<file path="src/inc/debug_link_map.vh">
// Command codes, control bit positions and timing counts of the debug link
`ifndef DEBUG_LINK_MAP_VH
`define DEBUG_LINK_MAP_VH

// Command codes, eight bits, sent most significant bit first
`define CMD_BACKGROUND   8'h90
`define CMD_STATUS_RD    8'he4
`define CMD_CONTROL_WR   8'hc4
`define CMD_MEM_RD       8'he0
`define CMD_MEM_WR       8'hc0
`define CMD_BKPT_RD      8'he2
`define CMD_BKPT_WR      8'hc2
`define CMD_GO           8'h08
`define CMD_STEP         8'h10
// Processor register access: upper five bits, low three select the register
`define CMD_REG_WR_HI    5'h08
`define CMD_REG_RD_HI    5'h0c

// Status and control byte layout
`define CTL_ENABLE_BIT   7
`define CTL_HALTED_BIT   6
`define CTL_BKPT_EN_BIT  5
`define CTL_CLKSW_BIT    4
`define CTL_ENABLE_RST   1'h0
`define CTL_BKPT_EN_RST  1'h0
`define CTL_CLKSW_RST    1'h0
`define BKPT_RST         16'h0000

// Timing, in debug clock cycles
`define BIT_TICKS        16
`define SAMPLE_TICK      8'h0a
`define ONE_PULSE_TICK   8'h07
`define ZERO_LOW_TICKS   8'h0d
`define TIMEOUT_TICKS    10'h200
`define SYNC_LOW_TICKS   8'h80
`define SYNC_RESP_TICKS  8'h80

`endif

</file>
<file path="src/design/background_debug_controller.v">
// Target-side single-wire background debug controller
//
// How it works
// - Commands and data go MSB first.
// - Speed-sync request returns timed response pulse.
// - Pin level at reset selects startup mode.
// - Pull-up on pin selects user mode.
// - Register, step, go only while halted.
// - Memory and status commands work anytime.
// - Halt request wakes from stop or wait.
// - Exactly one hardware address breakpoint comparator.
// - Oscillator kept running while controller enabled.
// - Watchdog held off in background mode.
// - Registers reachable only through serial commands.
// - Link works anytime without device reset.
// - Brief active-high speedup pulses on pin.
// - Debug clock from bus or local clock.
// - Bit nominally sixteen debug clock cycles.
// - 512-cycle gap aborts command harmlessly.
// - Host bits sampled ten cycles after edge.
// - Sending zero: low thirteen cycles, then pulse.
`timescale 1ns/1ps
`default_nettype none
`include "debug_link_map.vh"

module background_debug_controller #(
	parameter [7:0] TICK_DIV = 8'h01
) (
	input  wire        CLK,
	input  wire        SYS_RST,
	input  wire        DEBUG_PIN_I,
	output wire        DEBUG_PIN_O,
	output wire        DEBUG_PIN_OE,
	output wire        PULLUP_EN,
	input  wire        ALT_CLK_TICK,
	output reg         BOOT_BKG,
	input  wire        CPU_HALTED,
	output reg         HALT_REQ,
	output reg         GO_REQ,
	output reg         STEP_REQ,
	output reg  [2:0]  REG_SEL,
	output reg  [15:0] REG_WDATA,
	output reg         REG_WR,
	input  wire [15:0] REG_RDATA,
	output reg  [15:0] MEM_ADDR,
	output reg  [7:0]  MEM_WDATA,
	output reg         MEM_RD,
	output reg         MEM_WR,
	input  wire [7:0]  MEM_RDATA,
	input  wire        MEM_ACK,
	input  wire [15:0] CPU_ADDR,
	input  wire        CPU_FETCH,
	output reg         BKPT_HIT,
	output reg         WDOG_HOLD,
	output reg         OSC_KEEP
);

	localparam ST_CMD = 4'b0001;
	localparam ST_RX  = 4'b0010;
	localparam ST_MEM = 4'b0100;
	localparam ST_TX  = 4'b1000;

	reg  [3:0]  st_q;
	reg  [15:0] sr_q;
	reg  [4:0]  nb_q;
	reg  [7:0]  cmd_q;
	reg         phase_q;
	reg         en_q;
	reg         bkpt_en_q;
	reg         clksw_q;
	reg  [15:0] bkpt_q;
	reg         pin_m_q;
	reg         pin_s_q;
	reg  [1:0]  rst_cnt_q;
	reg  [7:0]  div_q;

	wire        rx_valid;
	wire        rx_bit;
	wire        tx_done;
	wire        sync_done;
	wire        timeout;
	wire        div_tick;
	wire        tick;
	wire [7:0]  rx_byte;
	wire [15:0] rx_word;
	wire [7:0]  status;
	wire        last;

	// The on-chip pull-up stays on so an unconnected pin reads high
	assign PULLUP_EN = 1'b1;

	assign div_tick = (div_q == TICK_DIV - 8'h01);
	assign tick     = clksw_q ? ALT_CLK_TICK : div_tick;
	assign rx_byte  = {sr_q[6:0], rx_bit};
	assign rx_word  = {sr_q[14:0], rx_bit};
	assign last     = (nb_q == 5'h01);
	assign status   = {en_q, CPU_HALTED, bkpt_en_q, clksw_q, 4'h0};

	// The pin arrives from the pod's clock domain
	always @(posedge CLK or posedge SYS_RST) begin
		if (SYS_RST) begin
			pin_m_q <= 1'b1;
			pin_s_q <= 1'b1;
		end else begin
			pin_m_q <= DEBUG_PIN_I;
			pin_s_q <= pin_m_q;
		end
	end

	// Debug clock enable; one bit spans sixteen of these ticks
	always @(posedge CLK or posedge SYS_RST) begin
		if (SYS_RST)
			div_q <= 8'h00;
		else if (div_tick)
			div_q <= 8'h00;
		else
			div_q <= div_q + 8'h01;
	end

	// Mode strap: taken once the synchroniser holds post-release levels
	always @(posedge CLK or posedge SYS_RST) begin
		if (SYS_RST) begin
			rst_cnt_q <= 2'h0;
			BOOT_BKG  <= 1'b0;
		end else if (rst_cnt_q != 2'h3) begin
			rst_cnt_q <= rst_cnt_q + 2'h1;
			if (rst_cnt_q == 2'h2)
				BOOT_BKG <= ~pin_s_q;
		end
	end

	// Side outputs that follow controller state
	always @(posedge CLK or posedge SYS_RST) begin
		if (SYS_RST) begin
			BKPT_HIT  <= 1'b0;
			WDOG_HOLD <= 1'b0;
			OSC_KEEP  <= 1'b0;
		end else begin
			// Single comparator on the fetch address
			BKPT_HIT  <= bkpt_en_q & CPU_FETCH & ~CPU_HALTED &
				(CPU_ADDR == bkpt_q);
			WDOG_HOLD <= CPU_HALTED;
			OSC_KEEP  <= en_q;
		end
	end

	wire_bit_engine engine (
		.clk       (CLK),
		.rst       (SYS_RST),
		.tick      (tick),
		.pin_s     (pin_s_q),
		.tx_en     (st_q == ST_TX),
		.tx_bit    (sr_q[15]),
		.rx_valid  (rx_valid),
		.rx_bit    (rx_bit),
		.tx_done   (tx_done),
		.sync_done (sync_done),
		.timeout   (timeout),
		.pin_o     (DEBUG_PIN_O),
		.pin_oe    (DEBUG_PIN_OE)
	);

	// Command sequencer. Memory is only touched after the last field
	// has arrived, so an abort never leaves a partial write behind.
	always @(posedge CLK or posedge SYS_RST) begin
		if (SYS_RST) begin
			st_q      <= ST_CMD;
			sr_q      <= 16'h0000;
			nb_q      <= 5'h08;
			cmd_q     <= 8'h00;
			phase_q   <= 1'b0;
			en_q      <= `CTL_ENABLE_RST;
			bkpt_en_q <= `CTL_BKPT_EN_RST;
			clksw_q   <= `CTL_CLKSW_RST;
			bkpt_q    <= `BKPT_RST;
			HALT_REQ  <= 1'b0;
			GO_REQ    <= 1'b0;
			STEP_REQ  <= 1'b0;
			REG_SEL   <= 3'h0;
			REG_WDATA <= 16'h0000;
			REG_WR    <= 1'b0;
			MEM_ADDR  <= 16'h0000;
			MEM_WDATA <= 8'h00;
			MEM_RD    <= 1'b0;
			MEM_WR    <= 1'b0;
		end else begin
			HALT_REQ <= 1'b0;
			GO_REQ   <= 1'b0;
			STEP_REQ <= 1'b0;
			REG_WR   <= 1'b0;
			if ((timeout || sync_done) && st_q != ST_MEM) begin
				st_q    <= ST_CMD;
				nb_q    <= 5'h08;
				phase_q <= 1'b0;
			end else begin
				case (st_q)
				ST_CMD: begin
					// Listening needs no prior reset of the device
					if (rx_valid) begin
						sr_q <= rx_word;
						nb_q <= nb_q - 5'h01;
						if (last) begin
							cmd_q   <= rx_byte;
							nb_q    <= 5'h08;
							phase_q <= 1'b0;
							if (rx_byte == `CMD_STATUS_RD) begin
								sr_q <= {status, 8'h00};
								st_q <= ST_TX;
							end else if (rx_byte == `CMD_BKPT_RD) begin
								sr_q <= bkpt_q;
								nb_q <= 5'h10;
								st_q <= ST_TX;
							end else if (rx_byte == `CMD_CONTROL_WR) begin
								st_q <= ST_RX;
							end else if (rx_byte == `CMD_BKPT_WR ||
								rx_byte == `CMD_MEM_RD ||
								rx_byte == `CMD_MEM_WR ||
								rx_byte[7:3] == `CMD_REG_WR_HI) begin
								nb_q <= 5'h10;
								st_q <= ST_RX;
							end else if (rx_byte[7:3] == `CMD_REG_RD_HI) begin
								REG_SEL <= rx_byte[2:0];
								st_q    <= ST_MEM;
							end else if (rx_byte == `CMD_BACKGROUND) begin
								// Also the wake-up path out of stop or wait
								HALT_REQ <= en_q;
							end else if (rx_byte == `CMD_GO) begin
								GO_REQ <= CPU_HALTED;
							end else if (rx_byte == `CMD_STEP) begin
								STEP_REQ <= CPU_HALTED;
							end
						end
					end
				end
				ST_RX: begin
					if (rx_valid) begin
						sr_q <= rx_word;
						nb_q <= nb_q - 5'h01;
						if (last) begin
							st_q <= ST_CMD;
							nb_q <= 5'h08;
							if (cmd_q == `CMD_CONTROL_WR) begin
								en_q      <= rx_byte[`CTL_ENABLE_BIT];
								bkpt_en_q <= rx_byte[`CTL_BKPT_EN_BIT];
								clksw_q   <= rx_byte[`CTL_CLKSW_BIT];
							end else if (cmd_q == `CMD_BKPT_WR) begin
								bkpt_q <= rx_word;
							end else if (cmd_q == `CMD_MEM_RD) begin
								MEM_ADDR <= rx_word;
								MEM_RD   <= 1'b1;
								st_q     <= ST_MEM;
							end else if (cmd_q == `CMD_MEM_WR) begin
								if (!phase_q) begin
									MEM_ADDR <= rx_word;
									phase_q  <= 1'b1;
									st_q     <= ST_RX;
								end else begin
									MEM_WDATA <= rx_byte;
									MEM_WR    <= 1'b1;
									st_q      <= ST_MEM;
								end
							end else if (CPU_HALTED) begin
								REG_SEL   <= cmd_q[2:0];
								REG_WDATA <= rx_word;
								REG_WR    <= 1'b1;
							end
						end
					end
				end
				ST_MEM: begin
					if (cmd_q[7:3] == `CMD_REG_RD_HI) begin
						// A running program has no stable registers
						sr_q <= CPU_HALTED ? REG_RDATA : 16'h0000;
						nb_q <= 5'h10;
						st_q <= ST_TX;
					end else if (MEM_ACK) begin
						MEM_RD <= 1'b0;
						MEM_WR <= 1'b0;
						if (MEM_RD) begin
							sr_q <= {MEM_RDATA, 8'h00};
							nb_q <= 5'h08;
							st_q <= ST_TX;
						end else begin
							nb_q <= 5'h08;
							st_q <= ST_CMD;
						end
					end
				end
				ST_TX: begin
					if (tx_done) begin
						sr_q <= {sr_q[14:0], 1'b0};
						nb_q <= nb_q - 5'h01;
						if (last) begin
							nb_q <= 5'h08;
							st_q <= ST_CMD;
						end
					end
				end
				default: begin
					st_q <= ST_CMD;
					nb_q <= 5'h08;
				end
				endcase
			end
		end
	end

endmodule // background_debug_controller
`default_nettype wire

</file>
<file path="src/design/wire_bit_engine.v">
// Bit-level timing engine of the single-wire debug pin
`timescale 1ns/1ps
`default_nettype none
`include "debug_link_map.vh"

module wire_bit_engine (
	input  wire       clk,
	input  wire       rst,
	input  wire       tick,
	input  wire       pin_s,
	input  wire       tx_en,
	input  wire       tx_bit,
	output reg        rx_valid,
	output reg        rx_bit,
	output reg        tx_done,
	output reg        sync_done,
	output reg        timeout,
	output reg        pin_o,
	output reg        pin_oe
);

	localparam E_IDLE = 3'b001;
	localparam E_BIT  = 3'b010;
	localparam E_SYNC = 3'b100;

	reg [2:0] st_q;
	reg [7:0] cnt_q;
	reg [9:0] gap_q;
	reg       pin_d_q;
	reg       smp_q;
	reg       long_q;
	reg       txing_q;
	reg       txv_q;

	wire fall     = pin_d_q & ~pin_s;
	wire gap_end  = tick & (gap_q == `TIMEOUT_TICKS - 10'h001);

	always @(posedge clk or posedge rst) begin
		if (rst) begin
			st_q      <= E_IDLE;
			cnt_q     <= 8'h00;
			gap_q     <= 10'h000;
			pin_d_q   <= 1'b1;
			smp_q     <= 1'b1;
			long_q    <= 1'b0;
			txing_q   <= 1'b0;
			txv_q     <= 1'b0;
			rx_valid  <= 1'b0;
			rx_bit    <= 1'b0;
			tx_done   <= 1'b0;
			sync_done <= 1'b0;
			timeout   <= 1'b0;
			pin_o     <= 1'b0;
			pin_oe    <= 1'b0;
		end else begin
			rx_valid  <= 1'b0;
			tx_done   <= 1'b0;
			sync_done <= 1'b0;
			timeout   <= 1'b0;
			pin_d_q   <= pin_s;
			if (fall)
				gap_q <= 10'h000;
			else if (tick && gap_q != `TIMEOUT_TICKS)
				gap_q <= gap_q + 10'h001;
			if (gap_end)
				timeout <= 1'b1;
			case (st_q)
			E_IDLE: begin
				// Every bit starts at the host's falling edge only
				if (fall) begin
					st_q    <= E_BIT;
					cnt_q   <= 8'h00;
					long_q  <= 1'b0;
					txing_q <= tx_en;
					txv_q   <= tx_bit;
					if (tx_en && !tx_bit) begin
						pin_oe <= 1'b1;
						pin_o  <= 1'b0;
					end
				end
			end
			E_BIT: begin
				if (gap_end) begin
					st_q   <= E_IDLE;
					pin_oe <= 1'b0;
					pin_o  <= 1'b0;
				end else if (tick) begin
					if (cnt_q != 8'hff)
						cnt_q <= cnt_q + 8'h01;
					if (txing_q && txv_q) begin
						// Speedup high pulse after the host has let go
						if (cnt_q == `ONE_PULSE_TICK - 8'h01) begin
							pin_oe <= 1'b1;
							pin_o  <= 1'b1;
						end else if (cnt_q == `ONE_PULSE_TICK) begin
							pin_oe  <= 1'b0;
							pin_o   <= 1'b0;
							tx_done <= 1'b1;
							st_q    <= E_IDLE;
						end
					end else if (txing_q) begin
						if (cnt_q == `ZERO_LOW_TICKS - 8'h01)
							pin_o <= 1'b1;
						else if (cnt_q == `ZERO_LOW_TICKS) begin
							pin_oe  <= 1'b0;
							pin_o   <= 1'b0;
							tx_done <= 1'b1;
							st_q    <= E_IDLE;
						end
					end else begin
						if (cnt_q == `SAMPLE_TICK - 8'h01)
							smp_q <= pin_s;
						if (cnt_q == `SYNC_LOW_TICKS - 8'h01 && !pin_s)
							long_q <= 1'b1;
					end
				end
				// A received bit ends once sampled and the line is high
				if (!txing_q && !gap_end && pin_s && cnt_q > `SAMPLE_TICK - 8'h01) begin
					if (long_q) begin
						st_q   <= E_SYNC;
						cnt_q  <= 8'h00;
						pin_oe <= 1'b1;
						pin_o  <= 1'b0;
					end else begin
						st_q     <= E_IDLE;
						rx_valid <= 1'b1;
						rx_bit   <= smp_q;
					end
				end
			end
			E_SYNC: begin
				if (tick) begin
					cnt_q <= cnt_q + 8'h01;
					if (cnt_q == `SYNC_RESP_TICKS - 8'h01)
						pin_o <= 1'b1;
					else if (cnt_q == `SYNC_RESP_TICKS) begin
						pin_oe    <= 1'b0;
						pin_o     <= 1'b0;
						sync_done <= 1'b1;
						st_q      <= E_IDLE;
					end
				end
			end
			default: begin
				st_q   <= E_IDLE;
				pin_oe <= 1'b0;
				pin_o  <= 1'b0;
			end
			endcase
		end
	end

endmodule // wire_bit_engine
`default_nettype wire

</file>
<file path="config.mk">
export PLATFORM = sky130hd
export DESIGN_NAME = background_debug_controller
export DESIGN_NICKNAME = d
export VERILOG_FILES = /design/src/design/background_debug_controller.v /design/src/design/wire_bit_engine.v
export VERILOG_INCLUDE_DIRS = /design/src /design/src/inc
export SDC_FILE = /design/constraint.sdc
export NUM_CORES = 1
export LEC_CHECK = 0
export BUFFER_PORTS_ARGS = -buffer_cell sky130_fd_sc_hd__buf_2
export CORE_AREA = 3 3 121 123
export CTS_CLUSTER_SIZE = 16
export DETAILED_ROUTE_END_ITERATION = 12
export DIE_AREA = 0 0 124 126
export HOLD_SLACK_MARGIN = 0.08
export PLACE_DENSITY = 0.9
export SLEW_MARGIN = 20
export SYNTH_ARGS = -nofsm -noshare
export SYNTH_HDL_FRONTEND = slang
export SYNTH_HIERARCHICAL = 1
export SYNTH_SLANG_ARGS = --single-unit
</file>
<file path="constraint.sdc">
create_clock -name CLK -period 5.4 [get_ports CLK]
set_clock_uncertainty 0.2 [all_clocks]
set_input_delay 0.27 -clock CLK [delete_from_list [all_inputs] [get_ports CLK]]
set_output_delay 0.27 -clock CLK [all_outputs]
set_load 0.05 [all_outputs]
</file>
==> impl.org, run 1 <==
** Logic synthesis
- The number of different library cells used by synthesis comes to 87.
- Yosys printed 6 warnings.
- Simple-gate share of the synthesized area :: around a fifth
- Summing the areas of all compound-gate instances in the mapped netlist gives 13.9% of the synthesized area.
- Avg Cell Area, Syn :: around 11 µm²
- Synthesis-stage register bit count :: 151
- Net Count, Synth :: between 800 and 900
- Most instantiated flip-flop cell in the synthesis netlist :: dfrtp_1
- Summing the areas of all xor and xnor instances in the mapped netlist gives 3.88% of the synthesized area.
- Share of cell area taken by muxes after synthesis :: around 11%
- After synthesis the cells add up to 8130 µm².
- Area share of fa/ha/maj cells after synthesis :: under 10%
- Of the synthesized area, sequential elements account for 46.6%.
- Synthesis produced 769 cells.
- Counting flops with a built-in enable in the synthesized netlist gives 0.
- Async SR Flop Fraction :: 100%
- Main combinational cell family by area after synthesis :: simple AND/OR/NAND/NOR gates

** Clock tree
- Count of buffers added by post-CTS timing repair for setup :: 0
- Once the clock tree was built, the resizer swapped 0 gates to a different size.
- # clock sinks :: about 150
- TritonCTS built the clock tree.
- Root cell of the clock tree :: clkbuf_16
- H-tree lvl count :: 4
- Number of buffers added to fix hold violations after cts :: 24
- At the later pin of the worst-skew pair, clock insertion delay measures 0.43 ns.
- Number of buffers created by CTS :: 17
- After clock tree synthesis, the clock-pin slew on the worst setup and hold paths is 0.06 ns.
- In this run the deepest clock path goes through 2 buffers.

** Power and ir drop
- Fraction of power spent switching nets :: 36.0%
- Internal power comes to 2520 µW.
- The clock network burns 32.9% of the power.
- The share of total power dissipated in combinational logic is approximately 27%.
- In this run, flip-flops and latches consume 40.3% of the power.
- The analysis attributes to cell leakage a power of 0.00450 µW.
- IR analysis of the VDD net gives a maximum drop of 0.000249 V.
- Switch Pwr :: 1420 µW
- Dividing total power by cell area gives a power density of between 400 and 500 nW/µm².

** Global routing
- Wire length of the first global-routing pass :: 35200 µm
- Via count of the first global-routing pass :: 6869
- The initial antenna violation count came to 0.
- Across every metal layer, demand over resource in global routing totals 29.0%.
- Final global-route overflow total :: 0
- Pin count of the biggest net entering global routing :: 61

** Routing
- Iteration-0 DRC Markers :: 729
- Routed Antenna Nets :: 0
- Dividing the detail-routed wire length by the instance count gives 20.5 µm.
- Count of vias placed by the detailed router :: 6916
- Routed wire length :: 21900 µm
- Dividing the detail-routed via count by the number of cells gives 6.47.
- Total DRC errors in the routed layout :: 0
- The first detailed-routing pass took 6 iterations.

** Final layout
- Of the cells placed in the final design, the portion with a size suffix greater than 1 is 28.8%.
- Final standard cell count with taps included and fillers excluded :: 1069
- In the layout the commonest cells are dfrtp_1, buf_2, mux2_2.
- Relative to the synthesized area, the layout overhead comes to 18.1%.
- Filler Cell Count :: 945
- For this run, the share of the core covered by cells in the final layout is between 60 and 70%.
- In the final layout, flip-flops and latches occupy 3790 µm².
- The repair_antennas step left the layout with diodes totalling 0.
- In the final design database the tool counted 935 nets.
- Most common library cell in the layout ignoring fill and taps :: dfrtp_1
- Summing all multi-input logic gate instances after layout gives 4070 µm².

** Worst setup path
- Data on the critical path is required at its endpoint by 5.51 ns.
- The setup path with the least slack is of type flop to flop.
- In this run the worst path has a maximum fanout of 17.
- STA classifies the critical path endpoint as a flop.
- Worst-case register-to-register setup slack :: 1.88 ns
- The worst setup path is launched from a flop.
- Critical Path AT :: 3.64 ns

** Timing
- Shortest clock period the worst path allows after layout :: 3.52 ns
- The final count of pins violating max slew came to 0.
- Period utilisation layout :: 65.3%
- At the pin with the least slew margin, the transition time is 0.849 ns.
- For the final routed database, the setup TNS stands at 0 ns.
- Final setup violation count :: 0
- Setup repair after global routing left no endpoint under its margin.
- The final number of hold-violating endpoints came to 0.
- Headroom to the max-slew limit came out at a little over two fifths.
- Highest Clock Rate :: about 280 MHz

** Floorplan
- Core area :: 13800 µm²
- 103 I/O pins were placed.
- Chip width :: between 100 and 150 µm
- For this configuration, the core starts out at a cell density of 59.0%.
- The floorplan step defined a die boundary enclosing 15600 µm².
- The initialized floorplan defines 43 standard-cell rows.
- In this run the vertical extent of the chip is 126 µm.

** Place
- Number of buffers added on ports :: 101
- At the end of routability-driven placement, the weighted congestion stood at 0.939.
- Hpwl dp :: 13900 µm
- Once placement completed, the tool counted placed cells totaling 1013.

** Status
- Run status :: completed

** Run
- Max-cap violations in this run came to 0.

** Min path
- HP Class :: input port to flop
cell type report:
cell class	count	share of cell area, %
clock buffers	20	4.76
clock inverters	12	1.94
well taps	180	2.35
repair buffers	131	8.24
flip-flops and latches	151	39.5
multi-input cells	556	42.5
inverters	19	0.769
cell families (layout without fill, tap and decap cells):
kind of cell,after synthesis,count (layout)
compound gates,161,161
xor+xnor,36,36
fa+ha+maj,12,12
buf+inv,62,182
flops,151,151
mux,82,82
other cells,1,1
simple gates,264,264
power by group through the flow:
stage | clock (µW) | sequential (µW) | combinational [µW]
after floorplan | 0 | 1430 | 839
after global placement | 0 | 1570 | 964
after detailed placement | 0 | 1580 | 989
after CTS | 1310 | 1570 | 1030
after global routing | 1350 | 1610 | 1150
final | 1300 | 1590 | 1050
registers in the layout (all words and copies together), names as in the netlist, 2 cells and up:
| name | flops |
|---|---|
| engine/gap_q | 10 |
| bkpt_q | 16 |
| engine/st_q | 3 |
| rst_cnt_q | 2 |
| sr_q | 16 |
| div_q | 8 |
| REG_SEL | 3 |
| cmd_q | 8 |
| REG_WDATA | 16 |
| engine/cnt_q | 8 |
| MEM_ADDR | 16 |
| MEM_WDATA | 8 |
| st_q | 4 |
| nb_q | 5 |
cell usage after synthesis, types with 7 or more instances:
library cell    n  share of area [%]
dfstp_2         7                2.3
o21ai_0        29                1.8
a21o_1          8               0.74
nand3_1        23                1.4
o31ai_1        12                1.1
nor3_1         15               0.92
nand2_1        47                2.2
nor3b_1        10               0.92
mux2_2         77                 11
o21a_1          8               0.74
ha_1           12                1.8
dfrtp_1       144                 44
clkbuf_1       30                1.4
nor2b_1         7               0.54
a31oi_1        15                1.2
o22ai_1         7               0.54
nor4_1         16                1.2
inv_1          19               0.88
a21oi_1        26                1.6
xor2_1         22                2.4
xnor2_1        14                1.5
nand4_1        10               0.77
nand2b_1       12               0.92
nor2_1         58                2.7
final timing paths:
path / end / depth (start not counted) / startpoint
max: MEM_ADDR[9] / 5 / st_q[1]
min reg2reg: pin_s_q / 0 / pin_m_q
min in group asynchronous: engine/gap_q[3] / 4 / SYS_RST
min: sr_q[12] / 4 / REG_RDATA[12]
max in group asynchronous: sr_q[11] / 4 / SYS_RST
max reg2reg: MEM_ADDR[9] / 5 / st_q[1]
layer usage:
metal,global-route usage [%],up-vias,part of all wire [%]
met5,0,-,0
met2,44.9,396,48
met1,38.6,3365,39
li1,-,3070,-
met4,13.5,0,3.6
met3,6.60,85,8.6
through the flow:
stage	cell area, µm²	hold WS (ns)	worst slack, ns	total power [µW]
floorplan	8130	0.0745	1.81	2270
global placement	8710	0.147	2.09	2530
detailed placement	8710	0.156	1.99	2570
CTS	9590	0.0806	1.96	3900
global route	9590	0.104	1.74	4110
finish	9590	0.0914	1.88	3940
critical path, stage by stage (launching register included):
cell and delay [ns]:
dfrtp_1 0.56, nor4b_4 0.72, nor2_1 0.39, a2111o_1 0.52, a21oi_4 0.58, mux2_2 0.43
Power figures use the tool's default switching activity.
==> run 2: changes to the inputs <==
CORE_AREA = 3 3 122 124   (was 3 3 121 123)
DIE_AREA = 0 0 125 127   (was 0 0 124 126)
PLACE_DENSITY = 0.89   (was 0.9)
clock period = 3.3 ns   (was 5.4 ns; I/O delays follow)
==> impl.org, run 2 (synthesis results as in run 1) <==
** Status
- The flow ran to the end, and the final reports show no timing, DRC or antenna violations.

** Power and ir drop
- The largest vdd supply drop is 0.000423 V (+70%).
- The leakage dissipation was 0.00456 µW (+1.3%).
- Post-route total power :: 6310 µW (+60%)
- The power density over the cells is 652 nW/µm² (+59%).

** Global routing
- The largest net degree at the start of global routing is 119 (+95%).
- Wire length of the first global-routing pass :: 36900 µm (+4.6%)
- Routing layer with the top usage in global route :: met2
- Final global-route overflow total :: 0 (unchanged)
- The global routing met2 resource utilization came to 45.2% (+0.28 points).
- Met1 Track Usage GR :: 38.7% (+0.17 points)
- Initial antenna violation count :: 0 (unchanged)
- The global routing usage on met3 came to 6.94% (+0.34 points).
- The via count of the first global-routing pass is 7006 (+2.0%).
- The combined global-route utilization of all metal layers was 29.0% (+0.071 points).

** Routing
- The detailed router's first-iteration violation count is 858 (+18%).
- Routed wire length :: 22500 µm (+2.7%)
- The ratio of routed vias to standard cells came to 6.49 (+0.32%).
- Total DRC errors in the routed layout :: 0 (unchanged)
- The post-route antenna net violation count came to 0 (unchanged).
- The total vias in the final route came to 7042 (+1.8%).
- The wire length per cell came to 20.8 µm (+1.2%).
- The number of search-and-repair iterations in the first detailed-routing pass was 8 (+2).

** Worst setup path
- STA classifies the critical path startpoint as a flop.
- Critical Path AT :: 3.31 ns (-0.33 ns)
- The worst setup path is captured at a flop.
- Peak fanout along the critical path :: 17 (unchanged)
- Crit path kind :: flop to flop
- Critical path required time :: 3.43 ns (-2.08 ns)
- Worst-case register-to-register setup slack :: 0.13 ns (-1.75 ns)

** Clock tree
- H-tree lvl count :: 4 (unchanged)
- Number of buffers added to fix hold violations after cts :: 28 (+17%)
- The CTS buffer count came to 17 (unchanged).
- The deepest clock path buffer count came to 2 (unchanged).
- CTS tree :: yes
- The number of resized instances in the post-cts repair step is 0 (unchanged).
- The clock transition time at the flip-flop clock pins of the worst setup and hold paths was 0.06 ns (about the same).
- The root buffer cell chosen for the clock tree is clkbuf_16.
- The clock latency on the worst-skew pair is 0.44 ns (about the same).
- Count of buffers added by post-CTS timing repair for setup :: 0 (unchanged)
- The TritonCTS sink count was 151 (unchanged).

** Timing
- The final critical path time including I/O delays and setup came to 3.17 ns (-0.350 ns).
- Final setup violation count :: 0 (unchanged)
- Highest Clock Rate :: 315 MHz (+11%)
- The post-route clock period utilization is 96.2% (+31 points).
- Unrepaired setup endpoints after global routing :: no
- The total negative slack came to 0 ns (unchanged).
- The final number of hold-violating endpoints is 0 (unchanged).
- Min setup slack post-route :: 0.125 ns (-1.75 ns)
- Relative max-transition margin :: 51.2% (+8.0 points)
- Transition time at the pin with the least slew margin :: 0.725 ns (-0.124 ns)
- The final count of pins violating max slew came to 0 (unchanged).

** Floorplan
- The die extent in x was 125 µm (+0.81%).
- Top-level I/O count :: 103 (unchanged)
- The height of the die was 127 µm (+0.79%).
- The area of the placeable core is 13900 µm² (+0.78%).
- The floorplan die area is 15900 µm² (+1.6%).
- The number of standard-cell rows in the floorplan was 43 (unchanged).
- The starting density of the core came to 58.5% (-0.46 points).

** Final layout
- Commonest cells after routing, fill and taps aside :: dfrtp_1, buf_2, mux2_2
- The fill cell total of the finished layout is 965 (+2.1%).
- Number of nets at the end of the flow :: 952 (+1.8%)
- The number of diodes is 0 (unchanged).
- The layout cell share with drive strength beyond 1 came to 29.5% (+0.71 points).
- The cell area after layout is 9690 µm² (+0.97%).
- Most common library cell in the layout ignoring fill and taps :: dfrtp_1
- Layout Area Growth over Synthesis :: 19.2%

** Place
- The placement-stage worst setup slack was 0.333 ns (-1.66 ns).
- The total half-perimeter wirelength after legalization and detailed placement was 14300 µm (+2.5%).
- The placed standard-cell area was 8830 µm² (+1.4%).
- The routability-driven placement congestion ratio came to 0.957 (+1.9%).
- Number of buffers added on ports :: 101 (unchanged)

** Min path
- HP Class :: input port to flop

** Run
- Reported max-cap violation count :: 0 (unchanged)
-- run 2: cell count changes in the layout (fill, tap and decap cells not counted), sizes merged --
| cell | before | now |
|---|---|---|
| clkinv | 3 | 6 |
| buf | 107 | 120 |
| inv | 24 | 19 |
| bufinv | 4 | 2 |
| clkinvlp | 0 | 3 |
| dlygate4sd3 | 24 | 28 |
-- run 2: final cells by class --
cell class / count / area, µm² / share of cell area (%)
clock buffer: 20 / 447 / 4.61
inverter: 19 / 75.1 / 0.775
tap: 180 / 225 / 2.32
multi-input combinational: 556 / 4070 / 42.1
sequential: 151 / 3790 / 39.1
clock inverter: 11 / 125 / 1.29
timing repair buffer: 148 / 953 / 9.84
-- run 2: final timing paths --
kind | startpoint | end | cells past startpoint
worst max-delay path | st_q[1] | sr_q[14] | 7
worst min-delay path | REG_RDATA[15] | sr_q[15] | 5
worst max register to register | st_q[1] | sr_q[14] | 7
worst min register to register | pin_m_q | pin_s_q | 0
max in group asynchronous | SYS_RST | nb_q[2] | 4
min in group asynchronous | SYS_RST | engine/gap_q[3] | 4
-- run 2: routing by layer --
| metal | part of all wire [%] | vias up |
|---|---|---|
| li1 | - | 3088 |
| met1 | 40 | 3437 |
| met2 | 47 | 433 |
| met3 | 8.5 | 84 |
| met4 | 4.0 | 0 |
| met5 | 0 | - |
-- run 2: report_power, final --
part | switching, µW | internal [µW]
clock | 793 | 1130
sequential | 474 | 2070
combinational | 1070 | 775
-- run 2: critical path, stage by stage (launching register included) --
cell and delay (ns):
dfrtp_1 0.56, nor4b_4 0.39, buf_4 0.27, a21o_1 0.32, and4b_1 0.31, a32o_1 0.22
dlygate4sd3_1 0.56, o31ai_1 0.25
-- run 2: through the flow --
step / hold WS [ns] / std cells / utilization (%)
global placement: 0.0704 / 1026 / 63.6
floorplan: -0.0305 / 769 / -
finish: 0.120 / 1085 / 69.8
global route: 0.149 / 1085 / 69.8
detailed placement: 0.0712 / 1026 / 63.6
CTS: 0.113 / 1085 / 69.8
==> run 3: changes to the inputs <==
==> constraint.sdc (replaced) <==
create_clock -name CLK -period 3.3 [get_ports CLK]
set_clock_uncertainty 0.2 [all_clocks]
set_input_delay 0 -clock CLK [delete_from_list [all_inputs] [get_ports CLK]]
set_output_delay 0 -clock CLK [all_outputs]
set_load 0.05 [all_outputs]
==> impl.org, run 3 (synthesis results as in run 1) <==
** Place
- The cell total after placement is 1027 (+0.097%).
- Hpwl dp :: 14300 µm (-0.22%)
- Worst Setup Slack post-DPL :: 0.367 ns (+0.0339 ns)
- The placed standard-cell area is 8840 µm² (about the same).
- The quantity of I/O buffers inserted on ports was 101 (unchanged).
- The routability-driven placement congestion ratio is 0.967 (+1.0%).

** Routing
- The total DRC errors in the routed layout came to 0 (unchanged).
- Count of vias placed by the detailed router :: 7077 (+0.50%)
- The detailed router's first-iteration violation count is 868 (+1.2%).
- The post-route antenna net violation count came to 0 (unchanged).
- Routed wire length :: 22600 µm (+0.27%)
- Average via count per standard cell :: 6.48 (-0.15%)
- The number of search-and-repair iterations in the first detailed-routing pass is 7 (-1).
- Average routed wire per standard cell :: 20.7 µm (-0.38%)

** Global routing
- The largest net degree at the start of global routing came to 119 (unchanged).
- GRT Overall Usage :: 28.5% (-0.48 points)
- The aggregate global routing overflow is 0 (unchanged).
- Via count of the first global-routing pass :: 6900 (-1.5%)
- Wire length of the first global-routing pass :: 36400 µm (-1.3%)
- Initial antenna violation count :: 0 (unchanged)

** Power and ir drop
- The switching fraction of total power was 38.0% (+0.99 points).
- Int Power :: 3920 µW (-1.4%)
- The post-layout total power is 6320 µW (+0.17%).
- Part of the power in the clock network :: 30.9% (+0.4 points)
- Switch Pwr :: 2400 µW (+2.8%)
- The proportion of power drawn by combinational gates came to 28.7% (-0.5 points).
- The power density over the cells is 648 nW/µm² (-0.55%).
- Leak pwr :: 0.00459 µW (+0.83%)
- Maximum vdd drop :: 0.000462 V (+9.2%)
- Sequential cell fraction of total power :: 40.4% (about the same)

** Clock tree
- The post-CTS repair timing setup buffer count is 0 (unchanged).
- The clock transition time at the flip-flop clock pins of the worst setup and hold paths was 0.07 ns (about the same).
- The number of H-tree branching levels is 4 (unchanged).
- Number of buffers created by CTS :: 17 (unchanged)
- The TritonCTS sink count is 151 (unchanged).
- The clock latency on the worst-skew pair was 0.43 ns (about the same).
- TritonCTS built the clock tree.
- The deepest clock path buffer count is 2 (unchanged).
- The cell sitting at the root of the clock tree is a clkbuf_16.

** Final layout
- Post-route standard cell area excluding fillers :: 9760 µm² (+0.72%)
- The number of non-filler instances in the completed layout was 1092 (+0.65%).
- The number of diodes came to 0 (unchanged).
- Most common library cell in the layout ignoring fill and taps :: dfrtp_1
- The register area is 3790 µm² (unchanged).
- Share of post-route cells with drive strength above 1 :: 29.6% (+0.10 points)
- Number of nets at the end of the flow :: 958 (+0.63%)
- Filler Cell Count :: 920 (-4.7%)
- Layout Area Growth over Synthesis :: 20.1%
- Area of combinational cells with multiple inputs :: 4070 µm² (unchanged)
- The top cell types in the final layout, fill and taps aside, are dfrtp_1, buf_2, mux2_2.

** Timing
- The highest achievable clock rate came to 317 MHz (+0.61%).
- Relative max-transition margin :: 41.2% (-10 points)
- The total negative slack was 0 ns (unchanged).
- Transition time at the pin with the least slew margin :: 0.874 ns (+0.149 ns)
- Unrepaired setup endpoints after global routing :: no
- Final setup violation count :: 0 (unchanged)
- Period utilisation layout :: 95.6% (-0.58 points)
- Min setup slack post-route :: 0.144 ns (+0.0193 ns)
- The final count of pins violating max slew is 0 (unchanged).
- The final critical path time including I/O delays and setup was 3.16 ns (-0.0193 ns).
- The final number of hold-violating endpoints came to 0 (unchanged).

** Worst setup path
- The endpoint required time on the critical path was 3.42 ns (about the same).
- The setup slack of the worst register-to-register path was 0.14 ns (+0.02 ns).
- Kind of start point of the critical path :: flop
- The startpoint identified for the worst register-to-register timing path is st_q[1].
- Peak fanout along the critical path :: 17 (unchanged)
- The number of cells traversed by the worst register-to-register path is 7 (unchanged).
- Crit path kind :: flop to flop
- Critical Path AT :: 3.28 ns (-0.03 ns)
- The worst register-to-register path ends at sr_q[12].
- Setup crit end kind :: flop

** Floorplan
- Area of the die :: 15900 µm² (unchanged)
- The area of the placeable core was 13900 µm² (unchanged).
- The number of standard-cell rows in the floorplan is 43 (unchanged).
- Chip width :: 125 µm (unchanged)
- Height of the die :: 127 µm (unchanged)
- Top-level I/O count :: 103 (unchanged)
- The starting density of the core was 58.5% (unchanged).

** Min path
- The tightest min-delay check is of the input port to asynchronous set/reset pin type.

** Status
- Run status :: completed

** Run
- The number of violations of the max-capacitance limit came to 0 (unchanged).
[run 3: changes by cell type in the layout (fill, tap and decap cells not counted)]
cell,before,now
bufinv_16,2,1
clkinvlp_4,3,2
buf_4,17,18
inv_6,1,4
clkinv_2,3,0
clkbuf_1,2,1
inv_8,0,5
dlygate4sd3_1,28,33
clkbuf_8,1,0
[run 3: worst max-delay path, cell delays in order, from the launching register on]
cell           delay, ns
dfrtp_1             0.57
nor4b_4             0.35
buf_4               0.26
a21o_1              0.32
and4b_1             0.30
a32o_1              0.22
dlygate4sd3_1       0.56
o31ai_1             0.26
[run 3: worst max path at each step]
| stage | start | endpoint | slack, ns | cells after the start |
|---|---|---|---|---|
| finish | st_q[1] | sr_q[12] | 0.14 | 7 |
| global route | st_q[1] | sr_q[12] | 0.03 | 7 |
| CTS | st_q[1] | sr_q[12] | 0.21 | 7 |
| detailed placement | st_q[1] | MEM_ADDR[5] | 0.37 | 6 |
| global placement | st_q[1] | bkpt_q[6] | 0.45 | 4 |
| floorplan | div_q[5] | engine/smp_q | 0.59 | 8 |
[run 3: repair_timing]
action / CTS / global route
gates resized for setup: 0 / 0
hold buffers: 33 / 0
endpoints found under the hold margin: 179 / 0
[run 3: per-stage QoR]
step	hold WS, ns	utilization [%]
after floorplan	-0.196	-
after global placement	-0.0939	63.7
after detailed placement	-0.0879	63.7
after CTS	0.128	70.3
after global routing	0.162	70.3
final	0.100	70.3
[run 3: area by class of cell]
class | instances | share of cell area [%]
inverter | 19 | 0.769
multi-input combinational | 556 | 41.8
sequential | 151 | 38.8
clock inverter | 14 | 1.59
timing repair buffer | 154 | 10.4
tap | 180 | 2.31
clock buffer | 18 | 4.40
[run 3: power by group through the flow]
stage / Combinational, µW / Sequential, µW / Clock [µW]
floorplan: 1370 / 2340 / 0
global placement: 1650 / 2530 / 0
detailed placement: 1700 / 2550 / 0
CTS: 1770 / 2520 / 1970
global route: 1980 / 2590 / 2060
finish: 1810 / 2560 / 1950
[run 3: metal layers]
metal,GRT usage [%],up-vias,part of all wire [%]
met3,6.19,107,8.8
met4,13.8,0,4.4
met5,0,-,0
met1,37.7,3421,40
met2,45.3,444,47
li1,-,3105,-
